File: config.mk
export PLATFORM = sky130hd
export DESIGN_NAME = evdc_top
export DESIGN_NICKNAME = d
export VERILOG_FILES = /design/src/pkg/evdc_pkg.sv /design/src/rtl/evdc_top.sv
export SDC_FILE = /design/constraint.sdc
export NUM_CORES = 1
export LEC_CHECK = 0
export BUFFER_PORTS_ARGS = -buffer_cell sky130_fd_sc_hd__buf_2
export CAP_MARGIN = 20
export CORE_UTILIZATION = 59
export DETAILED_ROUTE_END_ITERATION = 8
export GPL_ROUTABILITY_DRIVEN = 0
export PLACE_DENSITY_LB_ADDON = 0.3
export SLEW_MARGIN = 20
export SYNTH_ARGS = -nofsm -noshare
export SYNTH_HDL_FRONTEND = slang
export SYNTH_SLANG_ARGS = --single-unit
File: constraint.sdc
create_clock -name clk_i -period 2.5 [get_ports clk_i]
set_input_delay 0.25 -clock clk_i [delete_from_list [all_inputs] [get_ports clk_i]]
set_output_delay 0.25 -clock clk_i [all_outputs]
set_load 0.02 [all_outputs]
File: src/pkg/evdc_pkg.sv
/*
 * Constants for the event detect control block: register offsets, control
 * field positions, reset values and oscillator cycle counts.
 * Assumes a single system clock and an oscillator that arrives on a pin.
 */
package evdc_pkg;

    // ------------------------------------------------------------------
    // Register offsets
    // ------------------------------------------------------------------
    localparam logic [3:0] EVDC_ADDR_CTRL = 4'h0;
    localparam logic [3:0] EVDC_ADDR_STAT = 4'h1;
    localparam logic [3:0] EVDC_ADDR_CLR = 4'h2;
    localparam logic [3:0] EVDC_ADDR_IEN = 4'h3;

    // ------------------------------------------------------------------
    // Control register fields
    // ------------------------------------------------------------------
    localparam int EVDC_FAST_FLAG_BIT = 7;
    localparam int EVDC_SLOW_FLAG_BIT = 6;
    localparam int EVDC_FAST_EN_BIT = 5;
    localparam int EVDC_SLOW_EN_BIT = 4;
    localparam int EVDC_WD_CLR_EN_BIT = 3;
    localparam int EVDC_DEB_SEL_BIT = 2;
    localparam int EVDC_CNT_SEL_HI = 1;
    localparam int EVDC_CNT_SEL_LO = 0;

    // ------------------------------------------------------------------
    // Interrupt status fields
    // ------------------------------------------------------------------
    localparam int EVDC_IRQ_FAST_BIT = 0;
    localparam int EVDC_IRQ_SLOW_BIT = 1;
    localparam int EVDC_IRQ_WD_BIT = 2;

    // ------------------------------------------------------------------
    // Reset values
    // ------------------------------------------------------------------
    localparam logic [7:0] EVDC_CTRL_RESET = 8'h00;
    localparam logic [2:0] EVDC_IRQ_RESET = 3'h0;

    // ------------------------------------------------------------------
    // Oscillator cycle counts and transition counts
    // ------------------------------------------------------------------
    localparam int EVDC_FAST_TIMEOUT_CYC = 8192;
    localparam int EVDC_DEB_SHORT_CYC = 1024;
    localparam int EVDC_DEB_LONG_CYC = 16384;
    localparam logic [5:0] EVDC_TRANS_SEL0 = 6'h01;
    localparam logic [5:0] EVDC_TRANS_SEL1 = 6'h04;
    localparam logic [5:0] EVDC_TRANS_SEL2 = 6'h10;
    localparam logic [5:0] EVDC_TRANS_SEL3 = 6'h20;

endpackage

File: src/rtl/evdc_top.sv
/*
 * Event detect control: fast transition counter, slow switch debouncer,
 * watchdog clear routing, control register and interrupt logic.
 * Assumes a 100 MHz clk_i, a simple strobe register port and an oscillator,
 * fast input and slow input arriving as asynchronous pins.
 */
// The address map and strobed register access are this design's own decisions.
// Summary of operation
// - Event completion sets its flag; flag holds until software writes zero.
// - Fast detector runs only with its enable set and routing bit clear.
// - Slow debouncer runs only while its enable bit is set.
// - Routing bit set: each fast input edge pulses the watchdog clear.
// - Routing bit set disables fast detector, ignoring its enable.
// - Debounce length chosen by control bit 2.
// - Count select 00, 10, 11 needs 1, 16, 32 transitions.
// - Count select 01 needs 4 transitions.
// - Debounce lasts 1024 or 16384 oscillator cycles.
// - Transition count restarts if target not met within 8192 cycles.
// - Slow edge starts debounce; return aborts; expiry sets the flag.
`timescale 1ns/100ps

module evdc_top
    import evdc_pkg::*;
#(
    parameter int FAST_TIMEOUT = EVDC_FAST_TIMEOUT_CYC,
    parameter int DEB_SHORT = EVDC_DEB_SHORT_CYC,
    parameter int DEB_LONG = EVDC_DEB_LONG_CYC
) (
    input wire logic clk_i,
    input wire logic rst_i,
    input wire logic [3:0] addr_i,
    input wire logic [7:0] wr_data_i,
    input wire logic wr_i,
    input wire logic rd_i,
    output logic [7:0] rd_data_o,
    input wire logic osc_i,
    input wire logic fast_event_input_i,
    input wire logic slow_event_input_i,
    output logic wd_clear_o,
    output logic irq_o
);

    localparam int TW = $clog2(FAST_TIMEOUT);
    localparam int DW = $clog2(DEB_LONG);

    // ------------------------------------------------------------------
    // Input synchronisers and filtering
    // ------------------------------------------------------------------
    logic [2:0] sync1;
    logic [2:0] sync2;
    logic [2:0] sync3;
    logic [2:0] lvl;
    logic osc_d;
    logic fast_d;
    logic osc_tick;
    logic fast_edge;

    always_ff @(posedge clk_i or posedge rst_i) begin
        if (rst_i) begin
            sync1 <= 3'h0;
            sync2 <= 3'h0;
            sync3 <= 3'h0;
            lvl <= 3'h0;
            osc_d <= 1'b0;
            fast_d <= 1'b0;
        end else begin
            sync1 <= {slow_event_input_i, fast_event_input_i, osc_i};
            sync2 <= sync1;
            sync3 <= sync2;
            lvl <= ((sync2 ~^ sync3) & sync3) | ((sync2 ^ sync3) & lvl);
            osc_d <= lvl[0];
            fast_d <= lvl[1];
        end
    end

    assign osc_tick = lvl[0] & ~osc_d;
    assign fast_edge = lvl[1] ^ fast_d;

    // ------------------------------------------------------------------
    // Control register decode
    // ------------------------------------------------------------------
    logic [7:0] ctrl;
    logic [2:0] irq_stat;
    logic [2:0] irq_en;
    logic fast_active;
    logic slow_active;
    logic [5:0] target;
    logic [DW-1:0] deb_last;
    logic ctrl_wr;

    assign ctrl_wr = wr_i && (addr_i == EVDC_ADDR_CTRL);
    assign fast_active = ctrl[EVDC_FAST_EN_BIT] && !ctrl[EVDC_WD_CLR_EN_BIT];
    assign slow_active = ctrl[EVDC_SLOW_EN_BIT];
    assign deb_last = ctrl[EVDC_DEB_SEL_BIT] ? DW'(DEB_LONG - 1) : DW'(DEB_SHORT - 1);

    always_comb begin
        unique case (ctrl[EVDC_CNT_SEL_HI:EVDC_CNT_SEL_LO])
            2'b00: target = EVDC_TRANS_SEL0;
            2'b01: target = EVDC_TRANS_SEL1;
            2'b10: target = EVDC_TRANS_SEL2;
            2'b11: target = EVDC_TRANS_SEL3;
        endcase
    end

    // ------------------------------------------------------------------
    // Fast transition detector
    // ------------------------------------------------------------------
    logic [5:0] fcnt;
    logic [TW-1:0] ftmo;
    logic fprev;
    logic fast_step;
    logic fast_hit;

    assign fast_step = osc_tick && fast_active && (lvl[1] != fprev);
    assign fast_hit = fast_step && ((fcnt + 6'h01) == target);

    always_ff @(posedge clk_i or posedge rst_i) begin
        if (rst_i) begin
            fcnt <= 6'h00;
            ftmo <= '0;
            fprev <= 1'b0;
        end else begin
            if (osc_tick) begin
                fprev <= lvl[1];
            end
            if (!fast_active) begin
                fcnt <= 6'h00;
                ftmo <= '0;
            end else if (fast_hit) begin
                fcnt <= 6'h00;
                ftmo <= '0;
            end else if (fast_step && (ftmo == TW'(FAST_TIMEOUT - 1))) begin
                fcnt <= 6'h01;
                ftmo <= '0;
            end else if (fast_step) begin
                fcnt <= fcnt + 6'h01;
                ftmo <= (fcnt == 6'h00) ? '0 : ftmo + 1'b1;
            end else if (osc_tick && (fcnt != 6'h00)) begin
                if (ftmo == TW'(FAST_TIMEOUT - 1)) begin
                    fcnt <= 6'h00;
                    ftmo <= '0;
                end else begin
                    ftmo <= ftmo + 1'b1;
                end
            end
        end
    end

    // ------------------------------------------------------------------
    // Slow debounce detector
    // ------------------------------------------------------------------
    logic deb_busy;
    logic deb_ref;
    logic [DW-1:0] deb_cnt;
    logic slow_hit;

    assign slow_hit = osc_tick && slow_active && deb_busy && (lvl[2] != deb_ref)
        && (deb_cnt == deb_last);

    always_ff @(posedge clk_i or posedge rst_i) begin
        if (rst_i) begin
            deb_busy <= 1'b0;
            deb_ref <= 1'b0;
            deb_cnt <= '0;
        end else if (!slow_active) begin
            deb_busy <= 1'b0;
            deb_ref <= lvl[2];
            deb_cnt <= '0;
        end else if (osc_tick) begin
            if (!deb_busy) begin
                if (lvl[2] != deb_ref) begin
                    deb_busy <= 1'b1;
                    deb_cnt <= DW'(1);
                end
            end else if (lvl[2] == deb_ref) begin
                deb_busy <= 1'b0;
                deb_cnt <= '0;
            end else if (deb_cnt == deb_last) begin
                deb_busy <= 1'b0;
                deb_ref <= lvl[2];
                deb_cnt <= '0;
            end else begin
                deb_cnt <= deb_cnt + 1'b1;
            end
        end
    end

    // ------------------------------------------------------------------
    // Control register and watchdog clear
    // ------------------------------------------------------------------
    always_ff @(posedge clk_i or posedge rst_i) begin
        if (rst_i) begin
            ctrl <= EVDC_CTRL_RESET;
        end else begin
            if (ctrl_wr) begin
                ctrl[5:0] <= wr_data_i[5:0];
            end
            ctrl[EVDC_FAST_FLAG_BIT] <= fast_hit ||
                (ctrl[EVDC_FAST_FLAG_BIT] && !(ctrl_wr && !wr_data_i[EVDC_FAST_FLAG_BIT]));
            ctrl[EVDC_SLOW_FLAG_BIT] <= slow_hit ||
                (ctrl[EVDC_SLOW_FLAG_BIT] && !(ctrl_wr && !wr_data_i[EVDC_SLOW_FLAG_BIT]));
        end
    end

    always_ff @(posedge clk_i or posedge rst_i) begin
        if (rst_i) begin
            wd_clear_o <= 1'b0;
        end else begin
            wd_clear_o <= ctrl[EVDC_WD_CLR_EN_BIT] && fast_edge;
        end
    end

    // ------------------------------------------------------------------
    // Interrupt status, enable and output
    // ------------------------------------------------------------------
    logic [2:0] irq_set;

    assign irq_set = {wd_clear_o, slow_hit, fast_hit};

    always_ff @(posedge clk_i or posedge rst_i) begin
        if (rst_i) begin
            irq_stat <= EVDC_IRQ_RESET;
        end else if (wr_i && (addr_i == EVDC_ADDR_CLR)) begin
            irq_stat <= (irq_stat & ~wr_data_i[2:0]) | irq_set;
        end else begin
            irq_stat <= irq_stat | irq_set;
        end
    end

    always_ff @(posedge clk_i or posedge rst_i) begin
        if (rst_i) begin
            irq_en <= EVDC_IRQ_RESET;
        end else if (wr_i && (addr_i == EVDC_ADDR_IEN)) begin
            irq_en <= wr_data_i[2:0];
        end
    end

    always_ff @(posedge clk_i or posedge rst_i) begin
        if (rst_i) begin
            irq_o <= 1'b0;
        end else begin
            irq_o <= |(irq_stat & irq_en);
        end
    end

    // ------------------------------------------------------------------
    // Register read port
    // ------------------------------------------------------------------
    always_ff @(posedge clk_i or posedge rst_i) begin
        if (rst_i) begin
            rd_data_o <= 8'h00;
        end else if (rd_i) begin
            unique case (addr_i)
                EVDC_ADDR_CTRL: rd_data_o <= ctrl;
                EVDC_ADDR_STAT: rd_data_o <= {5'h00, irq_stat};
                EVDC_ADDR_IEN: rd_data_o <= {5'h00, irq_en};
                default: rd_data_o <= 8'h00;
            endcase
        end else begin
            rd_data_o <= 8'h00;
        end
    end
endmodule

==> impl_metrics.yaml, run 1 <==
synth:
  synth.top_cells.by_area: "dfrtp_1, nand2_1, nor2_1, mux2_2, o21ai_0"
  synth-seq-area-share: 0.530
  syn-cell-area_um2: 3490
  synth.most_common_cell: "dfrtp_1"
  synthCells: 344
  async_reset_ff_frac: 1.00
  synth.distinct_cells: 45
  synth.top_cell.area_share: 0.530
  synth.avg_cell_area_um2: 10.2
  ys_top_cells_by_count: "dfrtp_1, nand2_1, nor2_1"
  synth_ff_type: "dfrtp_1"
  yosysTopAreaCell: "dfrtp_1"
  syn-num-nets: 370
  synth_enable_flop_cells: 0
  yosysWarnings: 0
  ys_ff_latch: 74
clocking:
  tritoncts: "yes"
  cts.sinks: 74
  cts-root-buf: "clkbuf_8"
  insertion_delay_ns: 0.34
  htreeDepth: 3
  cts_setup_buffers: 0
  clockBufferDepth: 2
  clk_pin_slew_worst_paths_ns: 0.07
  cts-buffers-inserted: 9
routing:
  vias_per_cell: 5.77
  post_drt_wl_per_cell_um: 14.7
  first_pass_iters: 4
  ant_nets: 0
  drc_errors: 0
  finalWirelength_um: 6710
  drt-initial-drc-count: 226
  vias: 2639
worst_setup_path:
  cp_max_fo: 16
  max_stage_delay_ns: 0.45
  path_cells: "ha_2 > nand3_2 > xor2_1 > or3b_1 > a311o_2 > buf_4 > a31oi_1 > mux2i_1"
  path_class: "reg2reg"
  slowest_stage: "a311o_2"
  cp-start-kind: "flip-flop"
  r2r_start: "fcnt[1]"
  r2r_setup_slack_ns: 0.13
  cp.required_ns: 2.71
  arrival_ns: 2.59
  r2r-end: "ftmo[2]"
  end_kind: "flip-flop"
  reg2reg_depth: 8
floorplan:
  initial_core_util: 0.623
  coreArea_um2: 5610
  rows: 27
  pin_count: 29
  fp.dieW_um: 78.9
  die_area_um2: 6230
  die_y_um: 78.9
placed_design:
  postPlaceCellArea_um2: 3730
  dp_slack_ns: 0.0972
  port-buffer-count: 28
  dp_hpwl_um: 4710
timing:
  finalClockSkew_ns: 0.00857
  fmax_mhz: 422
  maxSlewHeadroom: 0.590
  period_needed_ns: 2.37
  slew_violations: 0
  rsz0062_at_grt: "no"
  layout_setup_ws_ns: 0.130
  tightest_slew_ns: 0.613
  setup_violations: 0
  finalSetupTns_ns: 0
  timing.final.crit_share: 0.948
  finalHoldViolCount: 0
job:
  cap_violations: 0
outcome:
  status: "finished, final reports clean"
global_route:
  grt_pass1_vias: 2560
  gr-total-overflow: 0
  grt_pass1_wl_um: 11400
  grt_max_degree: 75
  antenna_found_initial: 0
  track_usage: 0.239
finish:
  multi_input_area_um2: 1560
  seq_area_um2: 1850
  design_area_um2: 3970
  area_delta_synth_final_pct: 13.6
  final_layout_size_suffix_gt1_frac: 0.171
  nFillCells: 408
  nets: 406
  utilization: 0.708
  n_antenna_cell: 0
power_and_ir_drop:
  peakVddDrop_mv: 0.490
  power_density_nw_per_um2: 699
  power_mw: 2.77
  p_leak_nw: 1.78
worst_hold_path:
  worst_hold_path.num_cells: 1
  holdPathEnd: "sync1[2]"
  min-delay-path-class: "in2reg"
  min_from: "slow_event_input_i"
cell families (layout without fill, tap and decap cells):
kind of cell,after synthesis,in the layout,synth area share
compound gates,66,66,0.127
simple gates,144,144,0.202
buf+inv,20,61,0.0244
flops,74,74,0.530
fa+ha+maj,7,7,0.0251
xor+xnor,18,18,0.0451
mux,15,15,0.0466
repair_timing:
item / 4_1_cts / 5_1_grt
setup endpoints to repair: 0 / 1
gates resized for setup: 0 / 2
hold buffers: 2 / 0
endpoints found under the hold margin: 33 / 0
final cells by class:
class | instances | area share
Sequential cell | 74 | 0.467
Clock inverter | 5 | 0.0195
Tap cell | 72 | 0.0227
Timing Repair Buffer | 35 | 0.0530
Inverter | 10 | 0.00946
Clock buffer | 11 | 0.0356
Multi-Input combinational cell | 250 | 0.393
through the flow:
step | hold slack (ns) | instances
floorplan | 0.281 | 344
global placement | 0.331 | 439
detailed placement | 0.340 | 439
CTS | 0.00408 | 457
global route | 0.0120 | 457
finish | 0.0186 | 457
how the worst max path moves through the flow:
| stage | endpoint | depth (start not counted) | from | slack [ns] |
|---|---|---|---|---|
| CTS | ftmo[2] | 8 | fcnt[1] | 0.1 |
| global placement | ftmo[2] | 8 | fcnt[1] | 0.27 |
| global route | ftmo[2] | 8 | fcnt[1] | 0.01 |
| detailed placement | ftmo[2] | 8 | fcnt[1] | 0.1 |
| floorplan | ctrl[0] | 1 | rst_i | 0.37 |
| finish | ftmo[2] | 8 | fcnt[1] | 0.13 |
registers in the layout (all words and copies together) (netlist names), 3 cells and up:
| signal | cells |
|---|---|
| ctrl | 8 |
| ftmo | 13 |
| sync2 | 3 |
| lvl | 3 |
| sync1 | 3 |
| rd_data_o | 8 |
| fcnt | 6 |
| irq_stat | 3 |
| irq_en | 3 |
| sync3 | 3 |
| deb_cnt | 14 |
worst max-delay path, delay by kind of cell, from the launching register on:
| family | cells | cell delay, ns |
|---|---|---|
| AOI/OAI and AO/OA | 2 | 0.66 |
| muxes | 1 | 0.11 |
| and+or+nand+nor | 2 | 0.46 |
| buffers and inverters | 1 | 0.22 |
| xor gates and xnor gates | 1 | 0.18 |
| DFF | 1 | 0.40 |
| adders and majority gates | 1 | 0.23 |
power breakdown:
part | switching [mW] | internal, mW | total (mW)
logic | 0.209 | 0.165 | 0.374
clock network | 0.426 | 0.586 | 1.01
registers | 0.0923 | 1.29 | 1.39
cells in the final DEF (no fill, tap or decap), types with 3 or more instances in the layout:
cell / Yosys / routed
a21o_1: 4 / 4
a21oi_1: 10 / 10
a22o_1: 4 / 4
a31oi_1: 9 / 9
and2_1: 10 / 10
and3_1: 6 / 6
buf_2: 2 / 28
buf_4: 0 / 4
clkbuf_8: 0 / 10
dfrtp_1: 74 / 74
ha_1: 7 / 6
inv_1: 10 / 9
mux2_2: 10 / 10
mux2i_1: 5 / 5
nand2_1: 38 / 38
nand2b_1: 4 / 4
nand3_1: 18 / 18
nand4_1: 6 / 6
nor2_1: 34 / 34
nor2b_1: 6 / 6
nor3_1: 8 / 8
nor4_1: 3 / 3
o21ai_0: 19 / 19
or3_1: 3 / 3
xnor2_1: 10 / 10
xor2_1: 8 / 8
layer usage:
metal  routed length, um  GRT usage  vias to the layer above
met5                   0          0                        -
met4                 136      0.100                        0
met1                3030      0.303                     1283
met3                 242     0.0425                       11
met2                3300      0.403                       56
li1                    -          -                     1289
Note: power is estimated with default switching activity, not from simulation.
==> inputs of run 2 (changes only) <==
CAP_MARGIN = unset   (was 20)
CORE_MARGIN = 2   (was unset)
==> impl_metrics.yaml, run 2 (same netlist as run 1, synthesis figures left out) <==
finish:
  final_layout_size_suffix_gt1_frac: 0.172
  n_antenna_cell: 0
  regMostFlops: "deb_cnt"
  design_area_um2: 3920
  multi_input_area_um2: 1560
  largest_register_ffs: 14
  final_common_cell: "dfrtp_1"
  nFillCells: 465
  most-common-layout-cells: "dfrtp_1, nand2_1, nor2_1"
  area_delta_synth_final_pct: 12.3
  nets: 404
  seq_area_um2: 1850
  top_regs: "deb_cnt (14), ftmo (13)"
routing:
  vias_per_cell: 5.71
  vias: 2617
  ant_nets: 0
  first_pass_iters: 4
  finalWirelength_um: 6440
  drc_errors: 0
  post_drt_wl_per_cell_um: 14.1
  drt-initial-drc-count: 181
worst_hold_path:
  min-delay-path-class: "in2async"
outcome:
  violations: "hold timing"
  status: "complete, but fails checks"
global_route:
  track_usage: 0.223
  grt_pass1_wl_um: 11200
  grt_pass1_vias: 2581
  gr-total-overflow: 0
  grt_max_degree: 46
  antenna_found_initial: 0
clocking:
  cts.sinks: 74
  clk_pin_slew_worst_paths_ns: 0.08
  insertion_delay_ns: 0.34
  htreeDepth: 3
  cts_setup_buffers: 0
  tritoncts: "yes"
  clockBufferDepth: 2
  cts-root-buf: "clkbuf_8"
  cts-buffers-inserted: 9
timing:
  slew_violations: 0
  maxSlewHeadroom: 0.554
  tightest_slew_ns: 0.668
  finalClockSkew_ns: 0.0101
  period_needed_ns: 2.32
  hold_ws_ns: -0.00954
  fmax_mhz: 431
  timing.final.crit_share: 0.928
  finalHoldViolCount: 29
  setup_violations: 0
  rsz0062_at_grt: "no"
  finalSetupTns_ns: 0
placed_design:
  postPlaceCellArea_um2: 3720
  port-buffer-count: 28
  dp_hpwl_um: 4640
worst_setup_path:
  crit_start: "fcnt[0]"
  reg2reg_depth: 8
  cp_max_fo: 16
  slowest_stage: "a311o_2"
  r2r_setup_slack_ns: 0.18
  path_class: "reg2reg"
  r2r-end: "ftmo[2]"
  worstSetupPathDepth: 8
  max_stage_delay_ns: 0.44
  r2r_start: "fcnt[0]"
  end_kind: "flip-flop"
  arrival_ns: 2.54
  path_cells: "ha_2 > nand3_2 > xor2_1 > or3b_1 > a311o_2 > buf_4 > a31oi_1 > mux2i_1"
  path_buf_inv: 1
  cp.required_ns: 2.72
  crit_family: "compound AO/OA/AOI/OAI gates"
  cp-start-kind: "flip-flop"
  worstSetupEndpoint: "ftmo[2]"
floorplan:
  coreArea_um2: 5820
  initial_core_util: 0.601
  pin_count: 29
  die_area_um2: 6550
  fp.dieW_um: 80.9
  die_y_um: 80.9
  rows: 28
power_and_ir_drop:
  power_density_nw_per_um2: 668
  peakVddDrop_mv: 0.433
  p_leak_nw: 1.76
job:
  cap_violations: 0
-- run 2: cell count changes in the layout (fill, tap and decap cells not counted), sizes merged --
cell	previous run	this run
clkinv	2	4
buf	33	32
bufinv	2	1
dlygate4sd3	2	1
clkbuf	11	10
-- run 2: through the flow --
stage	instances	hold WS [ns]	power [mW]	util	setup WS (ns)
after floorplan	344	0.281	1.66	-	0.368
after global placement	441	0.333	1.75	0.640	0.215
after detailed placement	441	0.335	1.77	0.640	0.113
after CTS	458	0.00214	2.65	0.674	0.0992
after global routing	458	0.00308	2.76	0.674	0.0209
final	458	-0.00954	2.62	0.674	0.180
-- run 2: layout make-up --
| class | instances | share of cell area |
|---|---|---|
| sequential | 74 | 0.472 |
| multi-input combinational | 250 | 0.398 |
| timing repair buffer | 33 | 0.0491 |
| clock buffer | 10 | 0.0325 |
| tap | 75 | 0.0239 |
| clock inverter | 6 | 0.0147 |
| inverter | 10 | 0.00957 |
-- run 2: repair_timing --
item / CTS / global route
endpoints found under the setup margin: 0 / 3
resized for setup: 0 / 3
hold buffers: 1 / 0
hold endpoints to repair: 1 / 0
-- run 2: worst min path at each step --
stage | startpoint | endpoint | slack (ns)
floorplan | osc_i | sync1[0] | 0.28
global placement | sync1[1] | sync2[1] | 0.33
detailed placement | sync1[1] | sync2[1] | 0.33
CTS | fast_event_input_i | sync1[1] | 0.002
global route | slow_event_input_i | sync1[2] | 0.003
finish | rst_i | deb_cnt[2] | -0.01
-- run 2: where the power goes --
part	internal [mW]	total, mW	switching, mW
registers	1.30	1.38	0.0880
clock network	0.454	0.873	0.419
logic	0.162	0.364	0.202
-- run 2: per-layer routing --
layer	part of all wire	routed length, um	track usage
met1	0.45	2890	0.273
met2	0.49	3190	0.388
met3	0.037	241	0.0378
met4	0.019	123	0.0966
met5	0	0	0
